**config.mk**
```make
export PLATFORM = sky130hd
export DESIGN_NAME = ptc_timer
export DESIGN_NICKNAME = d
export VERILOG_FILES = /design/src/ptc_pkg.sv /design/src/ptc_timer.sv
export SDC_FILE = /design/constraint.sdc
export NUM_CORES = 1
export LEC_CHECK = 0
export BUFFER_PORTS_ARGS = -buffer_cell sky130_fd_sc_hd__buf_2
export CELL_PAD_IN_SITES_DETAIL_PLACEMENT = 1
export CELL_PAD_IN_SITES_GLOBAL_PLACEMENT = 1
export CORE_MARGIN = 8
export CORE_UTILIZATION = 35
export DETAILED_ROUTE_END_ITERATION = 12
export PLACE_DENSITY = 0.68
export SETUP_SLACK_MARGIN = 0.1
export SLEW_MARGIN = 5
export SYNTH_ARGS = -nofsm -noshare
export SYNTH_HDL_FRONTEND = slang
export SYNTH_SLANG_ARGS = --single-unit
```
**constraint.sdc**
```tcl
create_clock -name clk_sys -period 2.9 [get_ports clk_sys]
set_input_delay 0.145 -clock clk_sys [delete_from_list [all_inputs] [get_ports clk_sys]]
set_output_delay 0.145 -clock clk_sys [all_outputs]
set_load 0.02 [all_outputs]
```
**src/ptc_pkg.sv**
```systemverilog
// package for the periodic timer pulse/capture block
package ptc_pkg;
  localparam int unsigned CNT_W = 10;

  // register byte addresses
  localparam logic [7:0] CTRL_OFF = 8'h00;
  localparam logic [7:0] CMPA_OFF = 8'h04;
  localparam logic [7:0] PER_OFF  = 8'h08;
  localparam logic [7:0] CNT_OFF  = 8'h0C;
  localparam logic [7:0] STAT_OFF = 8'h10;

  // control field positions
  localparam int unsigned MODE_LSB   = 0;
  localparam int unsigned ACT_LSB    = 2;
  localparam int unsigned RUN_BIT    = 4;
  localparam int unsigned CLRSEL_BIT = 5;
  localparam int unsigned OINIT_BIT  = 6;
  localparam int unsigned OPOL_BIT   = 7;
  localparam int unsigned SRC_LSB    = 8;

  // status bit positions
  localparam int unsigned STA_A_BIT = 0;
  localparam int unsigned STA_P_BIT = 1;

  // reset values
  localparam logic [9:0] CTRL_RST = 10'h000;
  localparam logic [9:0] CMP_RST  = 10'h000;

  // mode and edge codes
  localparam logic [1:0] MODE_CAPT   = 2'h1;
  localparam logic [1:0] MODE_PULSE  = 2'h2;
  localparam logic [1:0] ACT_RISE    = 2'h0;
  localparam logic [1:0] ACT_FALL    = 2'h1;
  localparam logic [1:0] ACT_BOTH    = 2'h2;
  localparam logic [1:0] ACT_NONE    = 2'h3;
  localparam logic [1:0] SRC_PIN0    = 2'h0;
  localparam logic [1:0] SRC_PIN1    = 2'h1;

  localparam logic [1:0] RESP_OKAY   = 2'h0;
  localparam logic [1:0] RESP_SLVERR = 2'h2;
endpackage : ptc_pkg

```
**src/ptc_timer.sv**
```systemverilog
// periodic timer with single-pulse output and input capture, AXI4-Lite regs
//
// Decided for this implementation: the AXI4-Lite slave port and the placing of the registers.
module ptc_timer
  import ptc_pkg::*;
#(
  parameter int unsigned ADDR_W = 8
) (
  // clock, reset, enable
  input  wire logic              clk_sys,
  input  wire logic              rst,
  input  wire logic              clk_en,
  // timer tick and pins
  input  wire logic              tick,
  input  wire logic              ext_clock_pin,
  input  wire logic              capture_pin_zero,
  input  wire logic              capture_pin_one,
  output logic                   pulse_out,
  output logic                   timer_irq_a,
  output logic                   timer_irq_p,
  // axi4-lite write address
  input  wire logic [ADDR_W-1:0] s_awaddr,
  input  wire logic              s_awvalid,
  output logic                   s_awready,
  // write data
  input  wire logic [31:0]       s_wdata,
  input  wire logic [3:0]        s_wstrb,
  input  wire logic              s_wvalid,
  output logic                   s_wready,
  // write response
  output logic [1:0]             s_bresp,
  output logic                   s_bvalid,
  input  wire logic              s_bready,
  // read address
  input  wire logic [ADDR_W-1:0] s_araddr,
  input  wire logic              s_arvalid,
  output logic                   s_arready,
  // read data
  output logic [31:0]            s_rdata,
  output logic [1:0]             s_rresp,
  output logic                   s_rvalid,
  input  wire logic              s_rready
);

  typedef enum logic [1:0] {
    PTC_OFF_MODE,
    PTC_PULSE_MODE,
    PTC_CAPT_MODE
  } ptc_mode_t;

  // state
  logic [9:0]       ctrl_q;
  logic [CNT_W-1:0] cmpa_q;
  logic [CNT_W-1:0] per_q;
  logic [CNT_W-1:0] cnt_q;
  logic [CNT_W-1:0] cnt_d;
  logic             run_q;
  logic             run_d;
  logic             ext_q;
  logic             p0_q;
  logic             p1_q;
  logic             cap_prev_q;
  logic             pulse_q;
  logic [1:0]       sta_q;

  // bus state
  logic [ADDR_W-1:0] awaddr_q;
  logic [31:0]       wdata_q;
  logic [3:0]        wstrb_q;
  logic              aw_have_q;
  logic              w_have_q;
  logic [31:0]       rdata_q;
  logic [1:0]        rresp_q;
  logic              rvalid_q;
  logic [1:0]        bresp_q;
  logic              bvalid_q;

  function automatic logic edge_hit(input logic [1:0] act,
                                    input logic prev,
                                    input logic cur);
    logic rise;
    logic fall;
    rise = !prev && cur;
    fall = prev && !cur;
    case (act)
      ACT_RISE: edge_hit = rise;
      ACT_FALL: edge_hit = fall;
      ACT_BOTH: edge_hit = rise || fall;
      default:  edge_hit = 1'b0;
    endcase
  endfunction : edge_hit

  function automatic logic addr_hit(input logic [ADDR_W-1:0] a,
                                    input logic [7:0] off);
    addr_hit = (a == ADDR_W'(off));
  endfunction : addr_hit

  // mode decode
  wire logic [1:0] mode_f   = ctrl_q[MODE_LSB +: 2];
  wire logic [1:0] action_f = ctrl_q[ACT_LSB +: 2];
  wire logic [1:0] src_f    = ctrl_q[SRC_LSB +: 2];
  ptc_mode_t mode;
  always_comb begin
    if (mode_f == MODE_PULSE && action_f == ACT_NONE) begin
      mode = PTC_PULSE_MODE;
    end else if (mode_f == MODE_CAPT) begin
      mode = PTC_CAPT_MODE;
    end else begin
      mode = PTC_OFF_MODE;
    end
  end

  // write channel
  wire logic wr_go  = aw_have_q && w_have_q && !bvalid_q;
  wire logic wr_ctl = wr_go && addr_hit(awaddr_q, CTRL_OFF);
  wire logic wr_a   = wr_go && addr_hit(awaddr_q, CMPA_OFF);
  wire logic wr_p   = wr_go && addr_hit(awaddr_q, PER_OFF);
  wire logic wr_st  = wr_go && addr_hit(awaddr_q, STAT_OFF);
  wire logic wr_ok  = wr_ctl || wr_a || wr_p || wr_st
                      || addr_hit(awaddr_q, CNT_OFF);
  wire logic [9:0] wr_val = {wstrb_q[1] ? wdata_q[9:8] : 2'h0,
                             wstrb_q[0] ? wdata_q[7:0] : 8'h00};
  wire logic wr_lo = wstrb_q[0];
  wire logic [9:0] ctrl_new = {wstrb_q[1] ? wdata_q[9:8] : ctrl_q[9:8],
                               wr_lo ? wdata_q[7:0] : ctrl_q[7:0]};

  // pin edges; pin sampled directly, shared-output configuration ignored
  wire logic ext_edge = edge_hit(ACT_RISE, ext_q, ext_clock_pin);
  wire logic cap_pin  = (src_f == SRC_PIN0) ? capture_pin_zero :
                        (src_f == SRC_PIN1) ? capture_pin_one :
                        ext_clock_pin;
  wire logic cap_prev = (src_f == SRC_PIN0) ? p0_q :
                        (src_f == SRC_PIN1) ? p1_q : ext_q;
  wire logic cap_evt  = (mode == PTC_CAPT_MODE)
                        && edge_hit(action_f, cap_prev, cap_pin);
  wire logic unused_prev = cap_prev_q;

  // run bit: software value, pin trigger, compare A auto clear
  wire logic sw_run   = wr_ctl && wr_lo ? wdata_q[RUN_BIT] : run_q;
  wire logic pin_trig = (mode == PTC_PULSE_MODE) && ext_edge;
  wire logic run_rise = !run_q && run_d;
  wire logic match_a  = run_q && tick && (cnt_q == cmpa_q);
  wire logic match_p  = run_q && tick && (cnt_q == per_q)
                        && (per_q != '0);
  wire logic pulse_a  = (mode == PTC_PULSE_MODE) && match_a;

  always_comb begin
    run_d = sw_run || pin_trig;
    if (pulse_a) begin
      run_d = 1'b0;
    end
  end

  // counter: period only used in capture, clear-select unused
  always_comb begin
    cnt_d = cnt_q;
    if (run_rise) begin
      cnt_d = '0;
    end else if (run_q && tick) begin
      if (mode == PTC_CAPT_MODE && match_p) begin
        cnt_d = '0;
      end else begin
        cnt_d = CNT_W'(cnt_q + 1'b1);
      end
    end
  end

  wire logic irq_a_evt = pulse_a || cap_evt;
  wire logic irq_p_evt = (mode == PTC_CAPT_MODE) && match_p;

  // timer core
  always_ff @(posedge clk_sys or posedge rst) begin
    if (rst) begin
      ctrl_q     <= CTRL_RST;
      cmpa_q     <= CMP_RST;
      per_q      <= CMP_RST;
      cnt_q      <= '0;
      run_q      <= 1'b0;
      ext_q      <= 1'b0;
      p0_q       <= 1'b0;
      p1_q       <= 1'b0;
      cap_prev_q <= 1'b0;
      pulse_q    <= 1'b0;
      sta_q      <= 2'h0;
    end else if (clk_en) begin
      ext_q      <= ext_clock_pin;
      p0_q       <= capture_pin_zero;
      p1_q       <= capture_pin_one;
      cap_prev_q <= cap_pin;
      run_q      <= run_d;
      cnt_q      <= cnt_d;
      if (wr_ctl) begin
        ctrl_q <= ctrl_new;
      end
      ctrl_q[RUN_BIT] <= run_d;
      if (cap_evt) begin
        cmpa_q <= cnt_q;
      end else if (wr_a) begin
        cmpa_q <= wr_val;
      end
      if (wr_p) begin
        per_q <= wr_val;
      end
      pulse_q <= (mode == PTC_PULSE_MODE) && run_d;
      // set wins over write-one-to-clear
      sta_q[STA_A_BIT] <= irq_a_evt
                       || (sta_q[STA_A_BIT] && !(wr_st && wr_val[STA_A_BIT]));
      sta_q[STA_P_BIT] <= irq_p_evt
                       || (sta_q[STA_P_BIT] && !(wr_st && wr_val[STA_P_BIT]));
    end
  end

  assign pulse_out   = pulse_q;
  assign timer_irq_a = sta_q[STA_A_BIT];
  assign timer_irq_p = sta_q[STA_P_BIT];

  // axi4-lite slave
  wire logic aw_take = s_awvalid && s_awready;
  wire logic w_take  = s_wvalid && s_wready;
  wire logic ar_take = s_arvalid && s_arready;
  assign s_awready = !aw_have_q;
  assign s_wready  = !w_have_q;
  assign s_arready = !rvalid_q;

  wire logic [31:0] rd_mux =
    addr_hit(s_araddr, CTRL_OFF) ? {22'h0, ctrl_q} :
    addr_hit(s_araddr, CMPA_OFF) ? {22'h0, cmpa_q} :
    addr_hit(s_araddr, PER_OFF)  ? {22'h0, per_q}  :
    addr_hit(s_araddr, CNT_OFF)  ? {22'h0, cnt_q}  :
    addr_hit(s_araddr, STAT_OFF) ? {30'h0, sta_q}  : 32'h0;
  wire logic rd_ok = addr_hit(s_araddr, CTRL_OFF)
                     || addr_hit(s_araddr, CMPA_OFF)
                     || addr_hit(s_araddr, PER_OFF)
                     || addr_hit(s_araddr, CNT_OFF)
                     || addr_hit(s_araddr, STAT_OFF);

  always_ff @(posedge clk_sys or posedge rst) begin
    if (rst) begin
      awaddr_q  <= '0;
      wdata_q   <= 32'h0;
      wstrb_q   <= 4'h0;
      aw_have_q <= 1'b0;
      w_have_q  <= 1'b0;
      bvalid_q  <= 1'b0;
      bresp_q   <= RESP_OKAY;
      rvalid_q  <= 1'b0;
      rdata_q   <= 32'h0;
      rresp_q   <= RESP_OKAY;
    end else if (clk_en) begin
      if (aw_take) begin
        awaddr_q  <= s_awaddr;
        aw_have_q <= 1'b1;
      end
      if (w_take) begin
        wdata_q  <= s_wdata;
        wstrb_q  <= s_wstrb;
        w_have_q <= 1'b1;
      end
      if (wr_go) begin
        aw_have_q <= 1'b0;
        w_have_q  <= 1'b0;
        bvalid_q  <= 1'b1;
        bresp_q   <= wr_ok ? RESP_OKAY : RESP_SLVERR;
      end else if (bvalid_q && s_bready) begin
        bvalid_q <= 1'b0;
      end
      if (ar_take) begin
        rvalid_q <= 1'b1;
        rdata_q  <= rd_mux;
        rresp_q  <= rd_ok ? RESP_OKAY : RESP_SLVERR;
      end else if (rvalid_q && s_rready) begin
        rvalid_q <= 1'b0;
      end
    end
  end

  assign s_bvalid = bvalid_q;
  assign s_bresp  = bresp_q;
  assign s_rvalid = rvalid_q;
  assign s_rdata  = rdata_q;
  assign s_rresp  = rresp_q;

endmodule : ptc_timer

```
## Yosys cells after proc, flatten, opt, wreduce, memory -nomap -nowiden

Index checks and enable logic that the tools add are counted.
W data, S select, Z words.

| operators by class | value |
|---|---|
| multiplexer cells | 31 |
| reductions and logical operators | 77 |
| equality and inequality tests | 18 |
| add/subtract/negate cells | 1 |

Operator list:

| operator | number |
|---|---|
| $mux W10 | 9 |
| $eq A8 B4 Y1 const B | 4 |
| $logic_and A1 B1 Y1 | 30 |
| $reduce_and A2 Y1 | 11 |
| $eq A10 B10 Y1 | 2 |
| $eq A8 B3 Y1 const B | 2 |
| $eq A8 B5 Y1 const B | 2 |
| $logic_not A8 Y1 | 2 |
| $mux W1 | 14 |
| $logic_or A1 B1 Y1 | 13 |
| $mux W2 | 6 |
| $reduce_bool A2 Y1 | 6 |
| $add A10 B1 Y10 const B | 1 |
| $logic_not A1 Y1 | 10 |
| $reduce_bool A10 Y1 | 1 |
| $eq A2 B1 Y1 const B | 4 |
| $eq A2 B2 Y1 const B | 4 |
| $mux W8 | 1 |
| $reduce_and A3 Y1 | 2 |
| $logic_not A2 Y1 | 2 |
| $pmux W1 S3 | 1 |

| word-level totals | value |
|---|---|
| output and inout port bits | 44 |
| logic and storage cells | 148 |
| input port bits | 64 |
| register bits | 106 |

## Longest topological paths before layout

| logic depth | value |
|---|---|
| depth in word-level cells | 10 |
| depth in mapped cells | 10 |
| mapped depth without buffers | 9 |

## Worst setup path after synthesis

Ideal clock, no wire load.

| timing path | value |
|---|---|
| kind | flip-flop to flip-flop |
| start point | register ctrl_q[8] |
| end point | register cmpa_q[0] |
| buffers on the path | 1 |
| clock period less this slack | 2506 ps |
| required time | 2775 ps |
| path slack | 394 ps |
| setup time | 125 ps |
| cell stages (with the launch flop) | 11 |
| arrival | 2381 ps |
| path through | dfrtp_1 > mux2i_1 > o21a_1 > inv_1 > ha_1 > nand2b_1 > a21oi_1 > o21ai_0 > buf_2 > mux2_2 > mux2_2 |

| between the ends | value |
|---|---|
| word-level cells in the longest chain between the ends | 10 |
| elaborated cells between the ends (all ways) | 16 |
| classes of those cells | eq/ne (1); mux (6); reduce/logical (9) |

Ends and longest elaborated chain:

| item | RTL line | text |
|---|---|---|
| start, declared | ptc_timer.sv:52 | `logic [9:0] ctrl_q;` |
| start signal, assigned | ptc_timer.sv:193 | `ctrl_q <= ctrl_new;` |
| start signal, assigned by index | ptc_timer.sv:195 | `ctrl_q[RUN_BIT] <= run_d;` |
| $eq A2 B1 Y1 | ptc_timer.sv:130, ptc_timer.sv:133 |  |
| $mux W1 (on tied branches) | ptc_timer.sv:133, ptc_timer.sv:130 |  |
| $mux W1 (on tied branches) | ptc_timer.sv:132, ptc_timer.sv:129 |  |
| $logic_not A1 Y1 (on tied branches) | ptc_timer.sv:83, ptc_timer.sv:84 |  |
| $logic_and A1 B1 Y1 (on tied branches) | ptc_timer.sv:83, ptc_timer.sv:84 |  |
| $logic_or A1 B1 Y1 | ptc_timer.sv:88 | `ACT_BOTH: edge_hit = rise \|\| fall;` |
| $pmux W1 S3 * | ptc_timer.sv:85 | `case (act)` |
| $logic_and A1 B1 Y1 * | ptc_timer.sv:135 | `&& edge_hit(action_f, cap_prev, cap_pin);` |
| $reduce_bool A2 Y1 (no source line) | - |  |
| $reduce_and A2 Y1 (no source line) | - |  |
| end signal, assigned | ptc_timer.sv:197 | `cmpa_q <= cnt_q;` |
| end signal, assigned | ptc_timer.sv:199 | `cmpa_q <= wr_val;` |
| end, declared | ptc_timer.sv:53 | `logic [CNT_W-1:0] cmpa_q;` |

Every way passes the cells marked *; elsewhere a longest branch is shown, timed or not.
A chain may end at the register's enable or synchronous reset.

## Worst setup path in the final report

| timing path | value |
|---|---|
| start point | register ctrl_q[8] |
| end point | register cmpa_q[1] |

Same word-level chain as after synthesis.

==> impl.org <==
** Status
- Outcome :: completed

** Placement
- Global placement routability congestion :: 0.814
- IO buf count :: 59
- Detailed-placement wirelength estimate :: 9430 µm
- Summing all placed instances gives a cell area of 4960 µm².
- Including well taps, the total number of placed cells is 633.

** Logic synthesis
- After synthesis, the share of flip-flops with an asynchronous set or reset is 1.00.
- Dividing the synthesized area by the synthesized cell count gives 10.9 µm².
- Summing every instance area after synthesis gives 4550 µm².
- The share of the Yosys chip area taken by registers is 0.451.
- In this run, synthesis produced a sequential element count of 82.
- Yosys printed 0 warnings.
- Synthesis instantiated 54 different standard cells from the library.
- In the synthesized netlist the dominant register cell turns out to be sky130_fd_sc_hd__dfrtp_1.
- Synthesis produced a netlist whose cell count is 416.
- Post-synth EDFFs :: 0

** CTS
- TritonCTS Buffers :: 9
- Clock-pin slew was measured on the worst setup and hold paths at 0.06 ns.
- Post-cts gate resize count :: 0
- Buffers added to address setup during post-CTS repair amount to 0.
- Clk_lat worst skew :: 0.34 ns
- Deepest clock path buffer count :: 2
- CTS placed an instance of sky130_fd_sc_hd__clkbuf_16 at the clock tree root.
- Max H-tree Level :: 3
- Counting every sink on the clock net gives 82.
- TritonCTS built the clock tree.

** Final layout
- Summing all non-filler instances in the final layout gives an area of 5280 µm².
- The area growth from synthesis to layout is 16.2%.
- Count of nets after finishing :: 540
- Commonest cells after routing, fill and taps aside :: sky130_fd_sc_hd__dfrtp_1, sky130_fd_sc_hd__mux2_2, sky130_fd_sc_hd__buf_2, sky130_fd_sc_hd__nand2_1, sky130_fd_sc_hd__conb_1
- Layout Cells excl Fill :: 650
- Diode count :: 0
- Fraction of layout instances using a drive strength above 1 :: 0.328
- The library cell used most frequently in the layout, excluding fill and tap cells, is sky130_fd_sc_hd__dfrtp_1.

** Timing
- Final number of setup-violating endpoints :: 0
- Measured against its own limit, the worst slew margin works out to 0.465.
- At the pin with the least slew margin, the transition time is 0.797 ns.
- Shortest clock period the worst path allows after layout :: 2.59 ns
- Max Clk Rate :: 0.386 GHz
- Setup repair after global routing missed its margin :: false
- Total negative setup slack :: 0 ns
- Number of pins exceeding their max-slew limit in the final report :: 0
- Final Cycle Share :: 0.893
- Final Hold Fails :: 0
- Clock skew :: 0.00599 ns

** Routing
- In the routed layout, each cell is associated on average with a via count of 5.15.
- The pre-antenna-repair detailed-routing pass consisted of 4 iterations.
- Total wire length :: 12300 µm
- Routed len/inst :: 18.9 µm
- After the first detailed-routing iteration, the DRC count stood at 178.
- Detailed routing inserted a total of 3346 vias.
- For this run, design rule violations remaining after detail routing come to 0.
- Final antenna-violating net count :: 0

** Power and ir drop
- Pwr Density :: 812 nW/µm²
- Worst supply voltage drop on vdd :: 0.572 mV
- Leakage :: 0.00246 µW

** Global route
- The number of antenna violations at the first check in global routing is 0.
- After global routing the overflow that remains totals 0.
- Global-route wire length before repair :: 19700 µm
- Entering global routing, the biggest net connects 38 pins.
- Total track usage :: 0.152
- Via count of the first global-routing pass :: 3660

** Critical path
- Of all nets on the critical path, the largest fanout is 12.
- Slowest Stage Delay on Critical Path :: 0.43 ns
- Endpoint of the worst register-to-register path :: cmpa_q[1]
- Crit path launch type :: register
- The worst setup path is captured at a register.
- Worst Path Required :: 3.12 ns
- Crit path cell chain :: mux2i_1 -> o21a_1 -> inv_1 -> ha_1 -> nand2b_1 -> a21oi_1 -> o21ai_0 -> buf_12 -> a21oi_4 -> mux2_2
- Setup slack on the worst reg-to-reg path comes out at 0.31 ns.
- By startpoint and endpoint, the worst setup path is classified as reg2reg.
- STA puts the critical path data arrival time at 2.81 ns.
- Cell with the largest stage delay on the worst path :: sky130_fd_sc_hd__dfrtp_1
- Worst R2R Path Depth :: 10
- The worst register-to-register path begins at ctrl_q[8].

** Floorplanning
- Die outline area :: 16900 µm²
- After floorplanning, the core was sized to cover 12700 µm².
- The floorplan has 41 rows.
- 108 I/O pins were placed.
- For this configuration, the core starts out at a cell density of 0.359.
- The die is 130 µm wide.
- Chip height :: 130 µm

** Worst hold path
- For hold timing, the worst endpoint is wdata_q[2].
- Origin of the worst min-delay path :: s_wdata[2]
- The min-delay analysis places its worst path in the category in2reg.
- Counting instances, the worst hold path has a depth of 2.

** Run
- Max-cap violations in this run came to 0.
[flip-flops by register name, indices dropped and copies added, names as in the netlist]
| register | flops |
|---|---|
| awaddr_q | 8 |
| wstrb_q | 2 |
| cmpa_q | 10 |
| cnt_q | 10 |
| ext_q | 1 |
| s_rresp | 1 |
| s_bvalid | 1 |
| pulse_out | 1 |
| per_q | 10 |
| sta_q | 2 |
| s_bresp | 1 |
| ctrl_q | 9 |
| s_rvalid | 1 |
| wdata_q | 10 |
| w_have_q | 1 |
| p1_q | 1 |
| run_q | 1 |
| p0_q | 1 |
| s_rdata | 10 |
| aw_have_q | 1 |
[what timing repair did]
| action | 4_1_cts | 5_1_grt |
|---|---|---|
| endpoints found under the setup margin | 0 | 0 |
| hold buffers | 1 | 0 |
| hold endpoints to repair | 35 | 0 |
[kinds of logic after synthesis]
logic type | after synthesis | share of synthesized area
other | 1 | 0.000825
AND/OR/NAND/NOR | 102 | 0.127
AO/OA/AOI/OAI | 69 | 0.113
adder cells (fa/ha/maj) | 3 | 0.00825
XOR/XNOR | 19 | 0.0366
buffers and inverters | 65 | 0.0757
flip-flops | 82 | 0.451
multiplexers | 75 | 0.188
[stage by stage]
| stage | power (µW) | setup WS [ns] | hold slack (ns) | utilization |
|---|---|---|---|---|
| after floorplan | 2720 | 0.394 | 0.295 | - |
| after global placement | 3050 | 0.368 | 0.256 | 0.391 |
| after detailed placement | 3120 | 0.327 | 0.267 | 0.391 |
| after CTS | 4330 | 0.308 | 0.0241 | 0.417 |
| after global routing | 4550 | 0.182 | 0.0263 | 0.417 |
| final | 4290 | 0.311 | 0.0327 | 0.417 |
[critical path, delay by kind of cell (launching register included)]
family,cells,cell delay [ns]
AOI/OAI and AO/OA,4,0.80
adders and majority gates,1,0.25
buffers and inverters,2,0.25
DFF,1,0.43
muxes,2,0.61
and+or+nand+nor,1,0.14
[per-layer routing]
layer,global-route usage,share of wire
met5,0,0
met2,0.257,0.49
met3,0.0465,0.056
met4,0.0273,0.0063
met1,0.189,0.45
[synthesized netlist by cell type (all sizes together) (3+ instances only)]
cell type,number,area (µm²)
mux2,62,698
clkbuf,16,60.1
mux2i,11,110
nor4,4,40.0
a2111oi,8,88.8
buf,30,213
nand2b,4,25.0
ha,3,37.5
inv,19,71.3
o21ai,13,65.1
nand2,28,105
nor3,6,30.0
or4,3,22.5
or3,3,20.0
nand3,10,50.1
xnor2,19,166
a21o,8,60.1
o22ai,8,50.1
nor3b,4,30.0
a21oi,9,60.1
and2,11,68.8
o31a,6,52.6
nand4,7,43.8
nor2,9,33.8
o31ai,7,52.6
dfrtp,82,2050
[power by group]
| group | internal (µW) | leakage (µW) | switching [µW] |
|---|---|---|---|
| sequential | 1460 | 0.00104 | 398 |
| combinational | 614 | 0.00127 | 627 |
| clock | 719 | 0.000156 | 478 |
[layout make-up]
type                    count  area (µm²)
clock inverters             5        61.3
repair buffers             69         385
well taps                 172         215
fillers                  1432        7390
clock buffers              11         253
flip-flops and latches     82        2050
inverters                  19        72.6
multi-input cells         292        2240
[worst max path at each step]
stage	slack [ns]	depth (start not counted)	from	to
after global placement	0.37	10	ctrl_q[8]	cmpa_q[6]
after detailed placement	0.33	10	ctrl_q[8]	cmpa_q[0]
after global routing	0.18	10	ctrl_q[8]	cmpa_q[1]
final	0.31	10	ctrl_q[8]	cmpa_q[1]
after CTS	0.31	10	ctrl_q[8]	cmpa_q[0]
after floorplan	0.39	10	ctrl_q[8]	cmpa_q[0]
(Power assumes the default switching activity.)
